File: config.mk
export PLATFORM = sky130hd
export DESIGN_NAME = cpu_return_rotate_sleep_subtract
export DESIGN_NICKNAME = d
export VERILOG_FILES = /design/src/pkg/cpu_rrss_pkg.sv /design/src/rtl/cpu_return_rotate_sleep_subtract.sv /design/src/rtl/file_alu.sv
export VERILOG_INCLUDE_DIRS = /design/src /design/src/pkg
export SDC_FILE = /design/constraint.sdc
export NUM_CORES = 1
export LEC_CHECK = 0
export ABC_AREA = 1
export BUFFER_PORTS_ARGS = -buffer_cell sky130_fd_sc_hd__buf_4
export CORE_ASPECT_RATIO = 2
export CORE_MARGIN = 2
export CORE_UTILIZATION = 57
export CTS_CLUSTER_SIZE = 8
export DETAILED_ROUTE_END_ITERATION = 10
export PLACE_DENSITY_LB_ADDON = 0.12
export SYNTH_ARGS = -nofsm -noshare
export SYNTH_HDL_FRONTEND = slang
export SYNTH_HIERARCHICAL = 1
export SYNTH_SLANG_ARGS = --single-unit
File: constraint.sdc
create_clock -name core_clk -period 7.9 [get_ports core_clk]
set_clock_uncertainty 0.05 [all_clocks]
set_input_delay 0.395 -clock core_clk [delete_from_list [all_inputs] [get_ports core_clk]]
set_output_delay 0.395 -clock core_clk [all_outputs]
set_load 0.005 [all_outputs]
File: src/pkg/cpu_rrss_consts.svh
// named constants for the return, rotate, standby and subtract execute slice
`ifndef CPU_RRSS_CONSTS_SVH
`define CPU_RRSS_CONSTS_SVH

// instruction word layout
`define INSTR_W       14
`define OPC_HI_MSB    13
`define OPC_HI_LSB    8
`define DEST_BIT      7
`define FILE_MSB      6
`define FILE_W        7

// full-word opcodes
`define OP_CALL_EXIT  14'h0040
`define OP_STANDBY    14'h0003

// upper six opcode bits of the file-register forms
`define OPC_ROT_LEFT  6'h0d
`define OPC_ROT_RIGHT 6'h0c
`define OPC_SUB_FILE  6'h02

// data path
`define DATA_W        8
`define DATA_MSB      7
`define NIB_MSB       3

// register port map
`define REG_ADDR_W    4
`define REG_CTRL      4'h0
`define REG_ACC       4'h1
`define REG_STATUS    4'h2
`define REG_COUNT     4'h3

// control and status field positions
`define CTRL_EN_BIT   0
`define ST_C_BIT      0
`define ST_DC_BIT     1
`define ST_Z_BIT      2

// reset values, the count step and the program counter width
`define CTRL_RST      8'h01
`define ACC_RST       8'h00
`define COUNT_RST     8'h00
`define COUNT_INC     8'h01
`define DATA_ZERO     8'h00
`define FILE_ZERO     7'h00
`define PC_W          13
`define PC_RST        13'h0000

`endif

File: src/pkg/cpu_rrss_pkg.sv
// types shared by the execute slice and its arithmetic unit
package cpu_rrss_pkg;

  typedef enum logic [1:0] {
    ALU_NONE,
    ALU_ROT_LEFT,
    ALU_ROT_RIGHT,
    ALU_SUB
  } aluOp_t;

  typedef enum logic [1:0] {
    ST_RUN,
    ST_CALL_EXIT2,
    ST_STANDBY
  } state_t;

  typedef struct packed {
    logic       carry;
    logic       digitCarry;
    logic       zero;
    logic       timeoutFlag;
    logic       powerDownFlag;
  } flags_t;

  typedef struct packed {
    logic       we;
    logic [6:0] addr;
    logic [7:0] data;
  } fileWrite_t;

  typedef struct packed {
    logic [7:0] result;
    logic       carry;
    logic       digitCarry;
    logic       zero;
  } aluOut_t;

endpackage

File: src/rtl/cpu_return_rotate_sleep_subtract.sv
// execute slice for call exit, rotates through carry, standby and subtract
`timescale 1ns/1ps
`default_nettype none
`include "cpu_rrss_consts.svh"

module cpu_return_rotate_sleep_subtract (
  // clock and reset
  input  wire logic                       core_clk,
  input  wire logic                       rst,
  // instruction stream
  input  wire logic                       instrValid,
  input  wire logic [`INSTR_W-1:0]        instrWord,
  output logic                            instrReady,
  // file register access
  output logic [`FILE_W-1:0]              fileAddr,
  input  wire logic [`DATA_W-1:0]         fileRdata,
  output var  cpu_rrss_pkg::fileWrite_t   fileWr,
  // hardware stack and program counter
  input  wire logic [`PC_W-1:0]           stackTop,
  output logic                            stackPop,
  output logic                            pcLoad,
  output logic [`PC_W-1:0]                pcValue,
  // standby
  input  wire logic                       wakeEvent,
  output logic                            oscStop,
  // core state
  output logic [`DATA_W-1:0]              accOut,
  output var  cpu_rrss_pkg::flags_t       flags,
  // register port
  input  wire logic [`REG_ADDR_W-1:0]     regAddr,
  input  wire logic [`DATA_W-1:0]         regWdata,
  input  wire logic                       regWr,
  input  wire logic                       regRd,
  output logic [`DATA_W-1:0]              regRdata
);

  ////////////////////////////////////////////////////////////////////////////
  // state

  cpu_rrss_pkg::state_t     stateQ;
  cpu_rrss_pkg::state_t     stateD;
  cpu_rrss_pkg::fileWrite_t fileWrQ;
  cpu_rrss_pkg::aluOut_t    aluRes;
  cpu_rrss_pkg::aluOp_t     aluOp;

  logic [`DATA_W-1:0] ctrlQ;
  logic [`DATA_W-1:0] accQ;
  logic [`DATA_W-1:0] countQ;
  logic [`DATA_W-1:0] regRdataQ;
  logic               fileWeQ;
  logic [`FILE_W-1:0] fileAddrQ;
  logic [`DATA_W-1:0] fileDataQ;
  logic [`PC_W-1:0]   pcValueQ;
  logic               pcLoadQ;
  logic               carryQ;
  logic               digitCarryQ;
  logic               zeroQ;
  logic               timeoutFlagQ;
  logic               powerDownFlagQ;

  ////////////////////////////////////////////////////////////////////////////
  // decode

  wire [5:0]              opcHigh    = instrWord[`OPC_HI_MSB:`OPC_HI_LSB];
  wire                    isCallExit = (instrWord == `OP_CALL_EXIT);
  wire                    isStandby  = (instrWord == `OP_STANDBY);
  wire                    isRotLeft  = (opcHigh == `OPC_ROT_LEFT);
  wire                    isRotRight = (opcHigh == `OPC_ROT_RIGHT);
  wire                    isSubFile  = (opcHigh == `OPC_SUB_FILE);
  wire                    isFileOp   = isRotLeft | isRotRight | isSubFile;
  wire                    destFile   = instrWord[`DEST_BIT];
  wire [`FILE_W-1:0]      fileSel    = instrWord[`FILE_MSB:0];
  wire                    enabled    = ctrlQ[`CTRL_EN_BIT];

  // only the run state takes a word; the second call-exit cycle and standby hold off
  wire                    ready      = enabled && (stateQ == cpu_rrss_pkg::ST_RUN);
  wire                    accept     = instrValid && ready;
  wire                    doCallExit = accept && isCallExit;
  wire                    doStandby  = accept && isStandby;
  wire                    doFileOp   = accept && isFileOp;
  wire                    doSub      = accept && isSubFile;
  wire                    toAcc      = doFileOp && !destFile;
  wire                    toFile     = doFileOp && destFile;

  assign aluOp = isRotLeft  ? cpu_rrss_pkg::ALU_ROT_LEFT  :
                 isRotRight ? cpu_rrss_pkg::ALU_ROT_RIGHT :
                 isSubFile  ? cpu_rrss_pkg::ALU_SUB       :
                              cpu_rrss_pkg::ALU_NONE;

  // a file write still in flight lands only at the end of this cycle, so a
  // back-to-back access to the same address takes the pending value
  wire                    fwdHit     = fileWrQ.we && (fileWrQ.addr == fileSel);
  wire [`DATA_W-1:0]      fileVal    = fwdHit ? fileWrQ.data : fileRdata;

  ////////////////////////////////////////////////////////////////////////////
  // register port decode

  wire                    wrCtrl     = regWr && (regAddr == `REG_CTRL);
  wire                    wrAcc      = regWr && (regAddr == `REG_ACC);
  wire                    wrStatus   = regWr && (regAddr == `REG_STATUS);
  wire                    busy       = (stateQ == cpu_rrss_pkg::ST_CALL_EXIT2);
  wire                    inStandby  = (stateQ == cpu_rrss_pkg::ST_STANDBY);
  wire [`DATA_W-1:0]      statusWord = {1'b0, busy, inStandby, powerDownFlagQ,
                                        timeoutFlagQ, zeroQ, digitCarryQ, carryQ};
  wire [`DATA_W-1:0]      readMux    = (regAddr == `REG_CTRL)   ? ctrlQ      :
                                       (regAddr == `REG_ACC)    ? accQ       :
                                       (regAddr == `REG_STATUS) ? statusWord :
                                       (regAddr == `REG_COUNT)  ? countQ     :
                                                                  `DATA_ZERO;

  ////////////////////////////////////////////////////////////////////////////
  // arithmetic

  file_alu u_alu (
    .fileVal (fileVal),
    .accVal  (accQ),
    .carryIn (carryQ),
    .op      (aluOp),
    .res     (aluRes)
  );

  ////////////////////////////////////////////////////////////////////////////
  // sequencing

  always_comb begin
    stateD = stateQ;
    unique case (stateQ)
      cpu_rrss_pkg::ST_RUN: begin
        if (doCallExit) begin
          stateD = cpu_rrss_pkg::ST_CALL_EXIT2;
        end else if (doStandby) begin
          stateD = cpu_rrss_pkg::ST_STANDBY;
        end
      end
      cpu_rrss_pkg::ST_CALL_EXIT2: begin
        stateD = cpu_rrss_pkg::ST_RUN;
      end
      cpu_rrss_pkg::ST_STANDBY: begin
        if (wakeEvent) begin
          stateD = cpu_rrss_pkg::ST_RUN;
        end
      end
      default: begin
        stateD = cpu_rrss_pkg::ST_RUN;
      end
    endcase
  end

  always_ff @(posedge core_clk) begin
    if (rst) begin
      stateQ <= cpu_rrss_pkg::ST_RUN;
    end else begin
      stateQ <= stateD;
    end
  end

  ////////////////////////////////////////////////////////////////////////////
  // program counter from the stack

  always_ff @(posedge core_clk) begin
    if (rst) begin
      pcLoadQ <= 1'b0;
    end else begin
      pcLoadQ <= doCallExit;
    end
  end

  // the popped value holds until the next call exit
  always_ff @(posedge core_clk) begin
    if (rst) begin
      pcValueQ <= `PC_RST;
    end else if (doCallExit) begin
      pcValueQ <= stackTop;
    end
  end

  ////////////////////////////////////////////////////////////////////////////
  // results

  always_ff @(posedge core_clk) begin
    if (rst) begin
      fileWeQ <= 1'b0;
    end else begin
      fileWeQ <= toFile;
    end
  end

  // address and data move only with a write; the strobe alone marks a live write-back
  always_ff @(posedge core_clk) begin
    if (rst) begin
      fileAddrQ <= `FILE_ZERO;
      fileDataQ <= `DATA_ZERO;
    end else if (toFile) begin
      fileAddrQ <= fileSel;
      fileDataQ <= aluRes.result;
    end
  end

  assign fileWrQ = '{we: fileWeQ, addr: fileAddrQ, data: fileDataQ};

  // an instruction result wins over a software write in the same cycle
  always_ff @(posedge core_clk) begin
    if (rst) begin
      accQ <= `ACC_RST;
    end else if (toAcc) begin
      accQ <= aluRes.result;
    end else if (wrAcc) begin
      accQ <= regWdata;
    end
  end

  ////////////////////////////////////////////////////////////////////////////
  // flags: call exit touches none, rotates only carry

  always_ff @(posedge core_clk) begin
    if (rst) begin
      carryQ <= 1'b0;
    end else if (doFileOp) begin
      carryQ <= aluRes.carry;
    end else if (wrStatus) begin
      carryQ <= regWdata[`ST_C_BIT];
    end
  end

  // rotates leave digit carry and zero alone
  always_ff @(posedge core_clk) begin
    if (rst) begin
      digitCarryQ <= 1'b0;
      zeroQ       <= 1'b0;
    end else if (doSub) begin
      digitCarryQ <= aluRes.digitCarry;
      zeroQ       <= aluRes.zero;
    end else if (wrStatus) begin
      digitCarryQ <= regWdata[`ST_DC_BIT];
      zeroQ       <= regWdata[`ST_Z_BIT];
    end
  end

  // power-down reads low while asleep; wake leaves both as standby set them
  always_ff @(posedge core_clk) begin
    if (rst) begin
      timeoutFlagQ   <= 1'b1;
      powerDownFlagQ <= 1'b1;
    end else if (doStandby) begin
      timeoutFlagQ   <= 1'b1;
      powerDownFlagQ <= 1'b0;
    end
  end

  ////////////////////////////////////////////////////////////////////////////
  // software registers

  always_ff @(posedge core_clk) begin
    if (rst) begin
      ctrlQ <= `CTRL_RST;
    end else if (wrCtrl) begin
      ctrlQ <= regWdata;
    end
  end

  // counts every accepted word, decoded or not, and wraps
  always_ff @(posedge core_clk) begin
    if (rst) begin
      countQ <= `COUNT_RST;
    end else if (accept) begin
      countQ <= countQ + `COUNT_INC;
    end
  end

  // read data stand for exactly the cycle after the strobe
  always_ff @(posedge core_clk) begin
    if (rst) begin
      regRdataQ <= `DATA_ZERO;
    end else begin
      regRdataQ <= regRd ? readMux : `DATA_ZERO;
    end
  end

  ////////////////////////////////////////////////////////////////////////////
  // outputs

  assign instrReady = ready;
  assign fileAddr   = fileSel;
  assign fileWr     = fileWrQ;
  assign stackPop   = doCallExit;
  assign pcLoad     = pcLoadQ;
  assign pcValue    = pcValueQ;
  assign oscStop    = inStandby;
  assign accOut     = accQ;
  assign flags      = '{carry: carryQ, digitCarry: digitCarryQ, zero: zeroQ,
                        timeoutFlag: timeoutFlagQ, powerDownFlag: powerDownFlagQ};
  assign regRdata   = regRdataQ;

endmodule
`default_nettype wire

File: src/rtl/file_alu.sv
// rotate-through-carry and subtract arithmetic for the execute slice
`timescale 1ns/1ps
`default_nettype none
`include "cpu_rrss_consts.svh"

module file_alu (
  // operation and operands
  input  wire logic [`DATA_W-1:0]       fileVal,
  input  wire logic [`DATA_W-1:0]       accVal,
  input  wire logic                     carryIn,
  input  wire cpu_rrss_pkg::aluOp_t     op,
  // result and flags
  output var  cpu_rrss_pkg::aluOut_t    res
);

  logic [`DATA_W:0]    diffFull;
  logic [`NIB_MSB+1:0] diffNib;
  logic [`DATA_W-1:0]  rotLeft;
  logic [`DATA_W-1:0]  rotRight;
  logic [`DATA_W-1:0]  resultSel;
  logic                carrySel;

  // carry enters at the vacated end, the bit shifted out becomes carry
  assign rotLeft  = {fileVal[`DATA_MSB-1:0], carryIn};
  assign rotRight = {carryIn, fileVal[`DATA_MSB:1]};

  // nine-bit difference: the top bit is the borrow
  assign diffFull = {1'b0, fileVal} - {1'b0, accVal};
  assign diffNib  = {1'b0, fileVal[`NIB_MSB:0]} - {1'b0, accVal[`NIB_MSB:0]};

  assign resultSel = (op == cpu_rrss_pkg::ALU_ROT_LEFT)  ? rotLeft  :
                     (op == cpu_rrss_pkg::ALU_ROT_RIGHT) ? rotRight :
                     (op == cpu_rrss_pkg::ALU_SUB)       ? diffFull[`DATA_W-1:0] :
                                                           fileVal;
  assign carrySel  = (op == cpu_rrss_pkg::ALU_ROT_LEFT)  ? fileVal[`DATA_MSB] :
                     (op == cpu_rrss_pkg::ALU_ROT_RIGHT) ? fileVal[0] :
                     (op == cpu_rrss_pkg::ALU_SUB)       ? ~diffFull[`DATA_W] :
                                                           carryIn;

  assign res.result     = resultSel;
  assign res.carry      = carrySel;
  // carry and digit carry read as no-borrow
  assign res.digitCarry = ~diffNib[`NIB_MSB+1];
  assign res.zero       = (diffFull[`DATA_W-1:0] == `DATA_ZERO);

endmodule
`default_nettype wire

### After elaboration in Yosys (flattened, before gate mapping)

Cells that the tools add are included.

* register bits: 68
* input bits: 53

* bitwise operators: 5
* equality and inequality tests: 17
* reductions and logical operators: 22
* add/sub/neg operators: 3
* mux-type cells: 26

Operators with widths (count)
* 8-bit two-way mux: 10
* 14-bit by 2-bit == test with 1-bit output, second input constant: 1
* 14-bit by 7-bit == test with 1-bit output, second input constant: 1
* 6-bit by 4-bit == test with 1-bit output, second input constant: 2
* 1-bit logical AND: 12
* 2-bit two-way mux: 6
* 1-bit two-way mux: 9
* 8-bit by 8-bit subtractor with 9-bit output: 1
* 8-bit by 1-bit adder with 8-bit output, second input constant: 1
* 4-bit by 2-bit == test with 1-bit output, second input constant: 2
* 8-bit logical NOT: 1
* 7-bit == test: 1
* 2-bit == test, second input constant: 3
* 6-bit by 2-bit == test with 1-bit output, second input constant: 1
* 2-bit nonzero test: 3
* 4-bit by 4-bit subtractor with 5-bit output: 1
* 2-bit by 1-bit == test with 1-bit output, second input constant: 2
* 4-bit by 1-bit == test with 1-bit output, second input constant: 1
* 4-bit logical NOT: 1
* 4-bit by 1-bit inequality test with 1-bit output, second input constant: 1
* 2-bit one-hot mux with 2 select lines: 1
* 2-bit AND reduction: 2
* 3-bit inequality test, second input constant: 1
* 1-bit inverter: 3
* other kinds (5): 6

### Logic depth before layout (Yosys ltp)

Gate-level depths: netlist of run 1.

* word-level depth: 9
* mapped depth: 23
* gate-level depth less buffers: 23

### Hierarchy

Netlist of run 1, hierarchy kept.

By module, submodules not included
* cpu_return_rotate_sleep_subtract: area an instance 3269.4 µm², times used 1, cells each 463, seq. area each 1361.3 µm²
* file_alu: area an instance 709.4 µm², times used 1, cells each 128, seq. area each 0.0 µm²

### Worst setup path after synthesis of run 1

No wires, ideal clock.

* kind: input port to flip-flop
* from: input instrWord[5]
* to: register accQ[6] (netlist: accOut[6])
* setup slack: 5.049 ns
* data required time: 7.782 ns
* arrival time: 2.733 ns
* stages: 19
* path through: inv_1 > nand2_1 > nand2_1 > nor3_2 > nand3_1 > nand2_1 > inv_1 > ha_1 > fa_1 > nand3b_1 > nand2_1 > nand2_1 > nand3b_1 > nand3_1 > a21oi_1 > inv_1 > nand4_1 > nand2_2 > a21oi_2

RTL lines
* start: declaration: RTL line cpu_return_rotate_sleep_subtract.sv:12 `` input wire logic [`INSTR_W-1:0] instrWord, ``
* end signal: assignment: RTL line cpu_return_rotate_sleep_subtract.sv:204 `` accQ <= `ACC_RST; ``
* end signal: assignment: RTL line cpu_return_rotate_sleep_subtract.sv:206 `accQ <= aluRes.result;`
* end signal: assignment: RTL line cpu_return_rotate_sleep_subtract.sv:208 `accQ <= regWdata;`
* end: declaration: RTL line cpu_return_rotate_sleep_subtract.sv:47 `` logic [`DATA_W-1:0] accQ; ``

==> results.md, run 1 <==
- Routing usage on met3: under 10%
- Synthesis-to-finish area growth: 26.26%
- HP Class: in -> reg
- Most common cell after layout, fill and taps aside: nand2_1
- Worst-Skew Late Latency: 340 ps
- 1st-iter DRT viols: around 250
- Setup repair bufs after CTS: 0
- Slew Viols, Final: 0
- CTS max path bufs: 2
- Global route hottest layer: met2
- Final net count: roughly 750
- Ys flop type: dfxtp_1
- Worst-path clk slew: around 60 ps
- Share of cells above drive strength 1: a little under a quarter
- Worst path required time: 8120 ps
- Post-synthesis cell count: between 500 and 600
- Yosys Warn Count: 6
- Final core occ: between 70% and 80%
- Mapped cell area: slightly below 4000 um2
- Async SR Flop Fraction: 0%
- Final instance area: roughly 5000 um2
- Multi-input logic area: ~2200 um2
- PwrDens: approximately 170 nW/um2
- Mean Syn Cell Area: 6.732 um2
- GP Congestion: between 0.9 and 1
- Combinational group share of total power: approximately an eighth
- Total vias in the final route: 4174
- IO Port Bufs: 112
- Placed Cells incl. Taps: 765
- LEAKAGE: between 0.002 and 0.0025 uW
- Final hold viol count: 0
- Fmax achieved: 304.5 MHz
- GRT met2 Usage: 48.01%
- Internal cell power: 635.5 uW
- Hold_ws: approximately 250 ps
- First-pass GRT wire length: 17330 um
- Final wirelength: around 11000 um
- Unrepaired setup endpoints after global routing: no
- DR vias/cell: about 5.3
- Diodes inserted: 0
- ANT nets after route: 0
- Slew headroom: 29.96%
- Number of synthesized flops with an enable pin: 0
- Max VDD drop: 0.1328 mV
- Clk pwr share: 46.6%
- Pin count of the biggest net entering global routing: 40
- H-tree levels: 3
- Height of the die: about 120 um
- Clock root cell: clkbuf_16
- Period utilization: 41.57%
- Startpoint types: flip-flop
- CTS sink count: 68
- Initial antenna violation count: 0
- Crit path time final: between 3000 and 4000 ps
- Crit path kind: reg -> reg
- Setup violators final: 0
- Critical Path AT: approximately 3500 ps
- Number of hold buffers added after cts: 0
- DRC Markers: 0
- DP HPWL: 8081 um
- Worst Tran Pin Value: ~1000 ps
- Critical-path maximum fanout: 9
- Filler instances: 609
- Crit. End Element: flip-flop
- FF/Latch Area: 1361 um2
- Seq/Total Area, Yosys: between 30% and 40%
- Non-Filler Instances: ~800
- Dpl cell area: 4731 um2
- Cell variety after synth: between 40 and 50
- Total GRT Usage: between 20 and 30%
- Net Sw Frac: approximately a quarter
- Flop pwr share: approximately two fifths
- Number of global-route vias before repair: roughly 3800
- Most frequent cells in the layout: 150 x nand2_1, 112 x buf_4, 91 x nor2_1, 68 x dfxtp_1, 57 x inv_1
- Rows: 43
- Starting density of the core: between 50% and 60%
- Seq cells post-synth: ~70
- Psw: approximately 210 uW
- Status: finished clean
- Total gr overflow: 0
- Mean routed wirelength per cell: between 10 and 15 um
- IO Pins: 114
- Setup TNS: 0 ps
- Die area: just under 8000 um2
- TritonCTS Buffers: 9
- Max cap viols: 0
- Met1 usage: between 30% and 40%
- Die X: 63.08 um
- TritonCTS clock tree: yes
- Syn nets: 654
- Drt pass-1 iters: 5
- # resized after CTS: 0
- Core area: about 6800 um2
[cell type report]
cell class / instances / area share [%]
clock buffers: 10 / 4.558
inverters: 66 / 5.031
multi-input cells: 429 / 43.06
flip-flops and latches: 68 / 27.10
repair buffers: 112 / 16.74
clock inverters: 6 / 1.270
well taps: 90 / 2.242
[sequential cells by signal, summed over array words and instances, names as in the netlist]
name            cells
stateQ              2
powerDownFlagQ      1
carryQ              1
pcLoad              1
fileAddrQ           7
accOut              8
ctrlQ               8
fileDataQ           8
zeroQ               1
countQ              8
regRdata            8
pcValue            13
digitCarryQ         1
fileWeQ             1
[Yosys cell counts, drive strengths merged (2+ instances only)]
master  number  area share, %
ha           9            2.8
inv         65            6.3
nor3         5           0.88
or2          2           0.31
clkbuf       6           0.57
o21ai       46            5.8
a41oi        6            1.3
nand2      158             16
buf         22            4.5
nor3b        2           0.38
a221oi       3           0.66
nand3       36            5.6
a21oi       30            4.0
nor2        99             11
a22oi        2           0.38
dfxtp       68             34
o21a         2           0.38
nand4        9            1.4
o22ai        3           0.47
nand3b       3           0.57
o221ai       2           0.44
[power by group through the flow]
stage	clock network, uW	logic (uW)	registers, uW
after global routing	415	114	352
final	396	102	352
after detailed placement	0	101	359
after CTS	400	102	351
after floorplan	0	61.5	358
after global placement	0	99.4	359
[final timing paths]
check,start,end,slack (ps),cells past startpoint
setup / recovery,fileAddrQ[2],accOut[4],4620,19
hold / removal,stackTop[3],pcValue[3],250,3
setup reg to reg,fileAddrQ[2],accOut[4],4620,19
hold reg to reg,ctrlQ[4],ctrlQ[4],420,2
[layer usage]
layer	vias up	share of wire, %
met3	31	6.0
met5	-	0
li1	2104	-
met4	0	3.9
met2	142	50
met1	1897	40
[metrics by stage]
step | power, uW | setup slack, ps
after CTS | 852.9 | 4643
after global routing | 880.8 | 4310
after global placement | 458.1 | 4594
final | 850.0 | 4616
after floorplan | 419.1 | 5049
after detailed placement | 459.8 | 4510
[cells by family (layout without fill, tap and decap cells)]
| logic type | after synthesis | in the layout | synth area share, % |
|---|---|---|---|
| DFF | 68 | 68 | 34.21 |
| xor gates and xnor gates | 2 | 2 | 0.4403 |
| buffers and inverters | 94 | 194 | 11.41 |
| and+or+nand+nor | 316 | 316 | 35.91 |
| AOI/OAI and AO/OA | 100 | 100 | 14.59 |
| adders and majority gates | 10 | 10 | 3.333 |
| other | 1 | 1 | 0.09425 |
[worst max-delay path, stage by stage, from the launching register on]
cell and delay (ps):
dfxtp_1 400, nand2_1 80, inv_1 60, o22ai_1 80, nor3_2 400, nand3_1 150, nand2_1 150, inv_1 60
ha_1 230, fa_1 420, nand3b_1 200, nand2_1 130, nand2_1 80, nand2_1 60, nand2_1 60, a22oi_1 260
inv_1 70, nand4_1 90, nand2_1 60, a21oi_1 100
Note: power is estimated with default switching activity, not from simulation.
==> inputs of run 2 (changes only) <==
- ABC_AREA: 1 -> 0
- CORE_UTILIZATION: 57 -> 52
- clock period: 7.9 -> 3.2 ns (I/O delays scaled with it)
==> results.md, run 2 <==
- Status: complete, but fails checks (was finished clean)
- Failing checks: negative setup slack
- Max VDD drop: 0.3811 mV (was 0.1328 mV)
- Clock root cell: clkbuf_16 (unchanged)
- Psw: 513.9 uW (was 214.5 uW)
- Final wirelength: 11760 um (was 10720 um)
- Number of synthesized flops with an enable pin: 0 (unchanged)
- Diodes inserted: 0 (unchanged)
- Worst path required time: 3330 ps (was 8120 ps)
- Worst-Skew Late Latency: 330 ps (was 340 ps)
- Period utilization: 103.2% (was 41.57%)
- Routing usage on met3: 4.317% (was 7.479%)
- Most frequent cells in the layout: 143 x buf_4, 61 x dfxtp_1, 53 x nor2_1, 29 x nand2_1, 26 x a21oi_1 (was 150 x nand2_1, 112 x buf_4, 91 x nor2_1, 68 x dfxtp_1, 57 x inv_1)
- Final hold viol count: 0 (unchanged)
- Rows: 44 (was 43)
- Worst-path clk slew: 60 ps (about the same)
- Pin count of the biggest net entering global routing: 63 (was 40)
- Synth area leaders: dfxtp_1 35%, mux2i_1 5.5%, nor2_1 5.4%, mux2_2 3.8%, a21oi_1 3.4% (was dfxtp_1 34%, nand2_1 14%, nor2_1 8.6%, inv_1 5.4%, nand3_1 4.0%)
- Total GRT Usage: 29.20% (was 28.79%)
- Slew Viols, Final: 0 (unchanged)
- Crit path time final: 3303 ps (was 3284 ps)
- Total vias in the final route: 3808 (was 4174)
- Worst setup margin: -103.3 ps (was 4616 ps)
- Share of cells above drive strength 1: 38.67% (was 23.44%)
- Starting density of the core: 53.26% (was 58.23%)
- HP Class: in -> reg (unchanged)
- First-pass GRT wire length: 18400 um (was 17330 um)
- TritonCTS clock tree: yes (unchanged)
- PwrDens: 415.2 nW/um2 (was 169.2 nW/um2)
- Mean Syn Cell Area: 8.790 um2 (was 6.732 um2)
- Number of hold buffers added after cts: 0 (unchanged)
- Seq cells post-synth: 68 (unchanged)
- DP HPWL: 8548 um (was 8081 um)
- DRC Markers: 0 (unchanged)
- Cell variety after synth: 60 (was 49)
- Internal cell power: 1677 uW (was 635.5 uW)
- Fmax achieved: 302.7 MHz (was 304.5 MHz)
- Crit path kind: reg -> reg (unchanged)
- Dpl cell area: 4756 um2 (was 4731 um2)
- IO Port Bufs: 112 (unchanged)
- FF/Latch Area: 1370 um2 (was 1361 um2)
- Multi-input logic area: 2359 um2 (was 2163 um2)
- Drt pass-1 iters: 5 (unchanged)
- Setup Slack @ Placement: -137.9 ps (was 4510 ps)
- Height of the die: 125.5 um (was 122.2 um)
- Seq/Total Area, Yosys: 35.44% (was 34.21%)
- GP Congestion: 0.9247 (was 0.9092)
- Die X: 64.78 um (was 63.08 um)
- TritonCTS Buffers: 9 (unchanged)
- Top post-synthesis cells by count: 68 x dfxtp_1, 55 x nor2_1, 29 x nand2_1 (was 150 x nand2_1, 91 x nor2_1, 68 x dfxtp_1)
- Die area: 8132 um2 (was 7705 um2)
- Combinational group share of total power: 13.6% (was 12.0%)
- GRT met2 Usage: 52.76% (was 48.01%)
- H-tree levels: 3 (unchanged)
- Crit. End Element: flip-flop (unchanged)
- CTS sink count: 68 (unchanged)
- Critical-path maximum fanout: 5 (was 9)
- Top-count cell post-synth: dfxtp_1 (was nand2_1)
- Async SR Flop Fraction: 0% (unchanged)
- Clk pwr share: 46.8% (was 46.6%)
- ANT nets after route: 0 (unchanged)
- Worst Tran Pin Value: 881.5 ps (was 1049 ps)
- CTS max path bufs: 2 (unchanged)
- IO Pins: 114 (unchanged)
- Max cap viols: 0 (unchanged)
- Yosys Warn Count: 6 (unchanged)
- Setup violators final: 7 (was 0)
- Filler instances: 591 (was 609)
- Number of flip-flops in the largest register: 13 (unchanged)
- Net Sw Frac: 23.46% (was 25.24%)
- Syn nets: 500 (was 654)
- Synth top area share: 35.44% (was 34.21%)
- Mapped cell area: 3841 um2 (was 3979 um2)
- Total gr overflow: 0 (unchanged)
- Synthesis-to-finish area growth: 37.36% (was 26.26%)
- Global route hottest layer: met2 (unchanged)
- Post-synthesis cell count: 437 (was 591)
- Final instance area: 5276 um2 (was 5024 um2)
- LEAKAGE: 0.002284 uW (was 0.002367 uW)
- Initial antenna violation count: 0 (unchanged)
- Final net count: 616 (was 749)
- Number of global-route vias before repair: 3706 (was 3787)
- Ys flop type: dfxtp_1 (unchanged)
- Hold_ws: 49.01 ps (was 252.6 ps)
- 1st-iter DRT viols: 223 (was 246)
- Met1 usage: 30.05% (was 33.33%)
- Post-synth top area cell: dfxtp_1 (unchanged)
- Unrepaired setup endpoints after global routing: yes (was no)
- Slew headroom: 40.98% (was 29.96%)
- Design Power: 2191 uW (was 850.0 uW)
- DR vias/cell: 5.877 (was 5.344)
- Most common cell after layout, fill and taps aside: buf_4 (was nand2_1)
- Flop pwr share: 39.6% (was 41.4%)
- Mean routed wirelength per cell: 18.15 um (was 13.73 um)
- Critical Path AT: 3440 ps (was 3510 ps)
- Core area: 7212 um2 (was 6833 um2)
- Startpoint types: flip-flop (unchanged)
-- run 2: cell count changes in the layout (fill, tap and decap cells not counted), moves of 8 or more --
cell	delta
mux2_2	+9
nand2_1	-121
buf_4	+31
nand3_1	-19
mux2i_1	+21
inv_1	-47
nand4_1	+8
o21ai_1	-13
o21ai_0	-14
a211oi_1	+9
nor2_1	-38
-- run 2: metal layers --
| metal | up-vias | wire length [um] |
|---|---|---|
| met4 | 0 | 592 |
| met5 | - | 0 |
| met2 | 139 | 6486 |
| met3 | 46 | 514 |
| li1 | 1808 | - |
| met1 | 1815 | 4169 |
-- run 2: final timing paths --
kind                                   start    endpoint  slack, ps  depth (start not counted)
worst max-delay path            fileAddrQ[0]   accOut[7]       -100                         14
worst min-delay path             stackTop[7]  pcValue[7]         50                          3
worst max register to register  fileAddrQ[0]   accOut[7]       -100                         14
worst min register to register      ctrlQ[1]    ctrlQ[1]        410                          2
-- run 2: cell type report --
cell class | count | area share [%]
timing repair buffer | 144 | 20.56
tap | 92 | 2.182
inverter | 11 | 0.8300
clock inverter | 5 | 1.494
sequential | 68 | 25.97
clock buffer | 9 | 4.268
multi-input combinational | 319 | 44.70
-- run 2: kinds of logic after synthesis --
logic type	Yosys count	share of synthesized area, %
AO/OA/AOI/OAI	94	16.78
XOR/XNOR	17	3.876
adder cells (fa/ha/maj)	10	3.453
buffers and inverters	50	6.710
flip-flops	68	35.44
multiplexers	39	12.31
other	1	0.09763
AND/OR/NAND/NOR	158	21.33
-- run 2: worst max-delay path: stages (launching register included) --
cell and delay [ps]:
dfxtp_2 320, xnor2_1 240, nand4_1 160, nor2_2 150
buf_6 130, buf_4 120, mux2_4 330, ha_4 310
o211a_1 160, o31a_1 230, o22ai_2 90, xnor2_1 150
mux4_2 520, nor2_2 140, a211oi_1 60
-- run 2: power by group through the flow --
stage	combinational [uW]	clock, uW	sequential (uW)
finish	297	1030	867
global route	318	1070	868
floorplan	151	0	881
detailed placement	264	0	885
CTS	281	1040	867
global placement	259	0	885
-- run 2: through the flow --
step	setup TNS [ps]	instances	util, %
floorplan	0	437	-
global placement	-205.5	625	65.94
detailed placement	-724.8	625	65.94
CTS	-178.5	643	72.02
global route	-1332	648	73.16
finish	-548.2	648	73.16
-- run 2: what timing repair did --
| action | 4_1_cts | 5_1_grt |
|---|---|---|
| buffers inserted | 4 | 5 |
| endpoints found under the hold margin | 0 | 0 |
| endpoints found under the setup margin | 10 | 10 |
| gates resized for setup | 26 | 10 |
| pin swaps | 18 | 13 |
==> inputs of run 3 (changes only) <==
- CORE_UTILIZATION: 52 -> 47
==> results.md, run 3 (synthesis gave the netlist of run 2 again) <==
- Most frequent cells in the layout: 153 x buf_4, 63 x dfxtp_1, 51 x nor2_1, 29 x nand2_1, 26 x a21oi_1 (was 143 x buf_4, 61 x dfxtp_1, 53 x nor2_1, 29 x nand2_1, 26 x a21oi_1)
- Core area: 7943 um2 (was 7212 um2)
- Number of global-route vias before repair: 3849 (was 3706)
- Critical Path AT: 3350 ps (was 3440 ps)
- Slew headroom: 45.32% (was 40.98%)
- TritonCTS Buffers: 9 (unchanged)
- Starting density of the core: 48.36% (was 53.26%)
- Clock root cell: clkbuf_16 (unchanged)
- HP Class: in -> reg (unchanged)
- TritonCTS clock tree: yes (unchanged)
- Final core occ: 68.68% (was 73.16%)
- Worst setup margin: -6.676 ps (was -103.3 ps)
- Crit. End Element: flip-flop (unchanged)
- GP Congestion: 0.8424 (was 0.9247)
- Final net count: 627 (was 616)
- Drt pass-1 iters: 4 (was 5)
- Initial antenna violation count: 0 (unchanged)
- DR vias/cell: 5.792 (was 5.877)
- Total vias in the final route: 3852 (was 3808)
- First-pass GRT wire length: 18740 um (was 18400 um)
- Max VDD drop: 0.3745 mV (was 0.3811 mV)
- IO Port Bufs: 112 (unchanged)
- Startpoint types: flip-flop (unchanged)
- Design Power: 2280 uW (was 2191 uW)
- CTS max path bufs: 2 (unchanged)
- Setup TNS: -6.676 ps (was -548.2 ps)
- IO Pins: 114 (unchanged)
- Share of cells above drive strength 1: 41.12% (was 38.67%)
- Setup violators final: 1 (was 7)
- Most common cell after layout, fill and taps aside: buf_4 (unchanged)
- Total GRT Usage: 27.51% (was 29.20%)
- Worst-Skew Late Latency: 330 ps (about the same)
- LEAKAGE: 0.002355 uW (was 0.002284 uW)
- Die X: 67.93 um (was 64.78 um)
- H-tree levels: 3 (unchanged)
- Status: complete, but fails checks (unchanged)
- Rows: 46 (was 44)
- Final hold viol count: 0 (unchanged)
- DRC Markers: 0 (unchanged)
- Mean routed wirelength per cell: 18.40 um (was 18.15 um)
- Period utilization: 100.2% (was 103.2%)
- Total gr overflow: 0 (unchanged)
- Max cap viols: 0 (unchanged)
- Unrepaired setup endpoints after global routing: yes (unchanged)
- Worst-path clk slew: 60 ps (about the same)
- Die area: 8956 um2 (was 8132 um2)
- CTS sink count: 68 (unchanged)
- Crit path time final: 3207 ps (was 3303 ps)
- Worst Tran Pin Value: 816.7 ps (was 881.5 ps)
- Worst hold path depth: 2 (was 3)
- Height of the die: 131.9 um (was 125.5 um)
- Slew Viols, Final: 0 (unchanged)
- PwrDens: 418.0 nW/um2 (was 415.2 nW/um2)
- Diodes inserted: 0 (unchanged)
- Final wirelength: 12240 um (was 11760 um)
- Fmax achieved: 311.8 MHz (was 302.7 MHz)
- Critical-path maximum fanout: 5 (unchanged)
- Failing checks: negative setup slack (unchanged)
- Worst R2R Path Depth: 15 (was 14)
- Pin count of the biggest net entering global routing: 63 (unchanged)
- ANT nets after route: 0 (unchanged)
- Number of flip-flops in the largest register: 13 (unchanged)
- Number of hold buffers added after cts: 0 (unchanged)
- Crit path kind: reg -> reg (unchanged)
- Worst path required time: 3340 ps (was 3330 ps)
- 1st-iter DRT viols: 234 (was 223)
- Synthesis-to-finish area growth: 42.02% (was 37.36%)
- DP HPWL: 9066 um (was 8548 um)
-- run 3: final cells by class --
cell class	count	area (um2)
fillers	680	2487
multi-input cells	319	2421
flip-flops and latches	68	1368
repair buffers	155	1180
clock buffers	9	225.2
well taps	96	120.1
clock inverters	7	97.59
inverters	11	43.79
-- run 3: path summary, 6_finish.rpt --
kind                 from            to  slack [ps]
max reg2reg  fileAddrQ[0]  fileDataQ[6]          -7
max          fileAddrQ[0]  fileDataQ[6]          -7
min reg2reg      ctrlQ[1]      ctrlQ[1]         410
min                 regRd   regRdata[6]          40
-- run 3: critical path, cell delays in order (launching register included) --
cell,delay (ps)
dfxtp_2,350
xnor2_2,110
nand4_1,130
nor2_2,140
buf_6,140
buf_12,100
mux2_4,320
ha_4,320
o21a_1,160
o31a_1,180
buf_4,130
o31a_1,170
nor3_2,60
mux4_2,490
mux2i_1,150
nor2_1,60
-- run 3: report_power, final --
part	switching (uW)	internal [uW]
clock network	402	686
logic	159	167
registers	10.5	856
total	571	1710
-- run 3: timing repair --
| item | in CTS | in global routing |
|---|---|---|
| pin swaps | 11 | 23 |
| gates resized for setup | 19 | 27 |
| setup buffers | 4 | 4 |
| setup endpoints to repair | 8 | 11 |
| hold endpoints to repair | 0 | 0 |
-- run 3: metal layers --
metal	wire [um]	vias up	GRT usage [%]
met5	0	-	0
met4	537	0	13.78
met3	514	37	4.270
met2	6634	135	48.98
met1	4552	1847	29.77
li1	-	1833	-
-- run 3: metrics by stage --
stage	cells	setup WS, ps	hold slack (ps)	instance area, um2
2_1_floorplan	437	27.63	251.0	3844
3_3_place_gp	641	-196.7	377.5	4851
3_5_place_dp	641	-175.4	376.2	4851
4_1_cts	661	-41.99	33.45	5273
5_1_grt	665	-99.16	39.58	5455
6_report	665	-6.676	38.11	5455
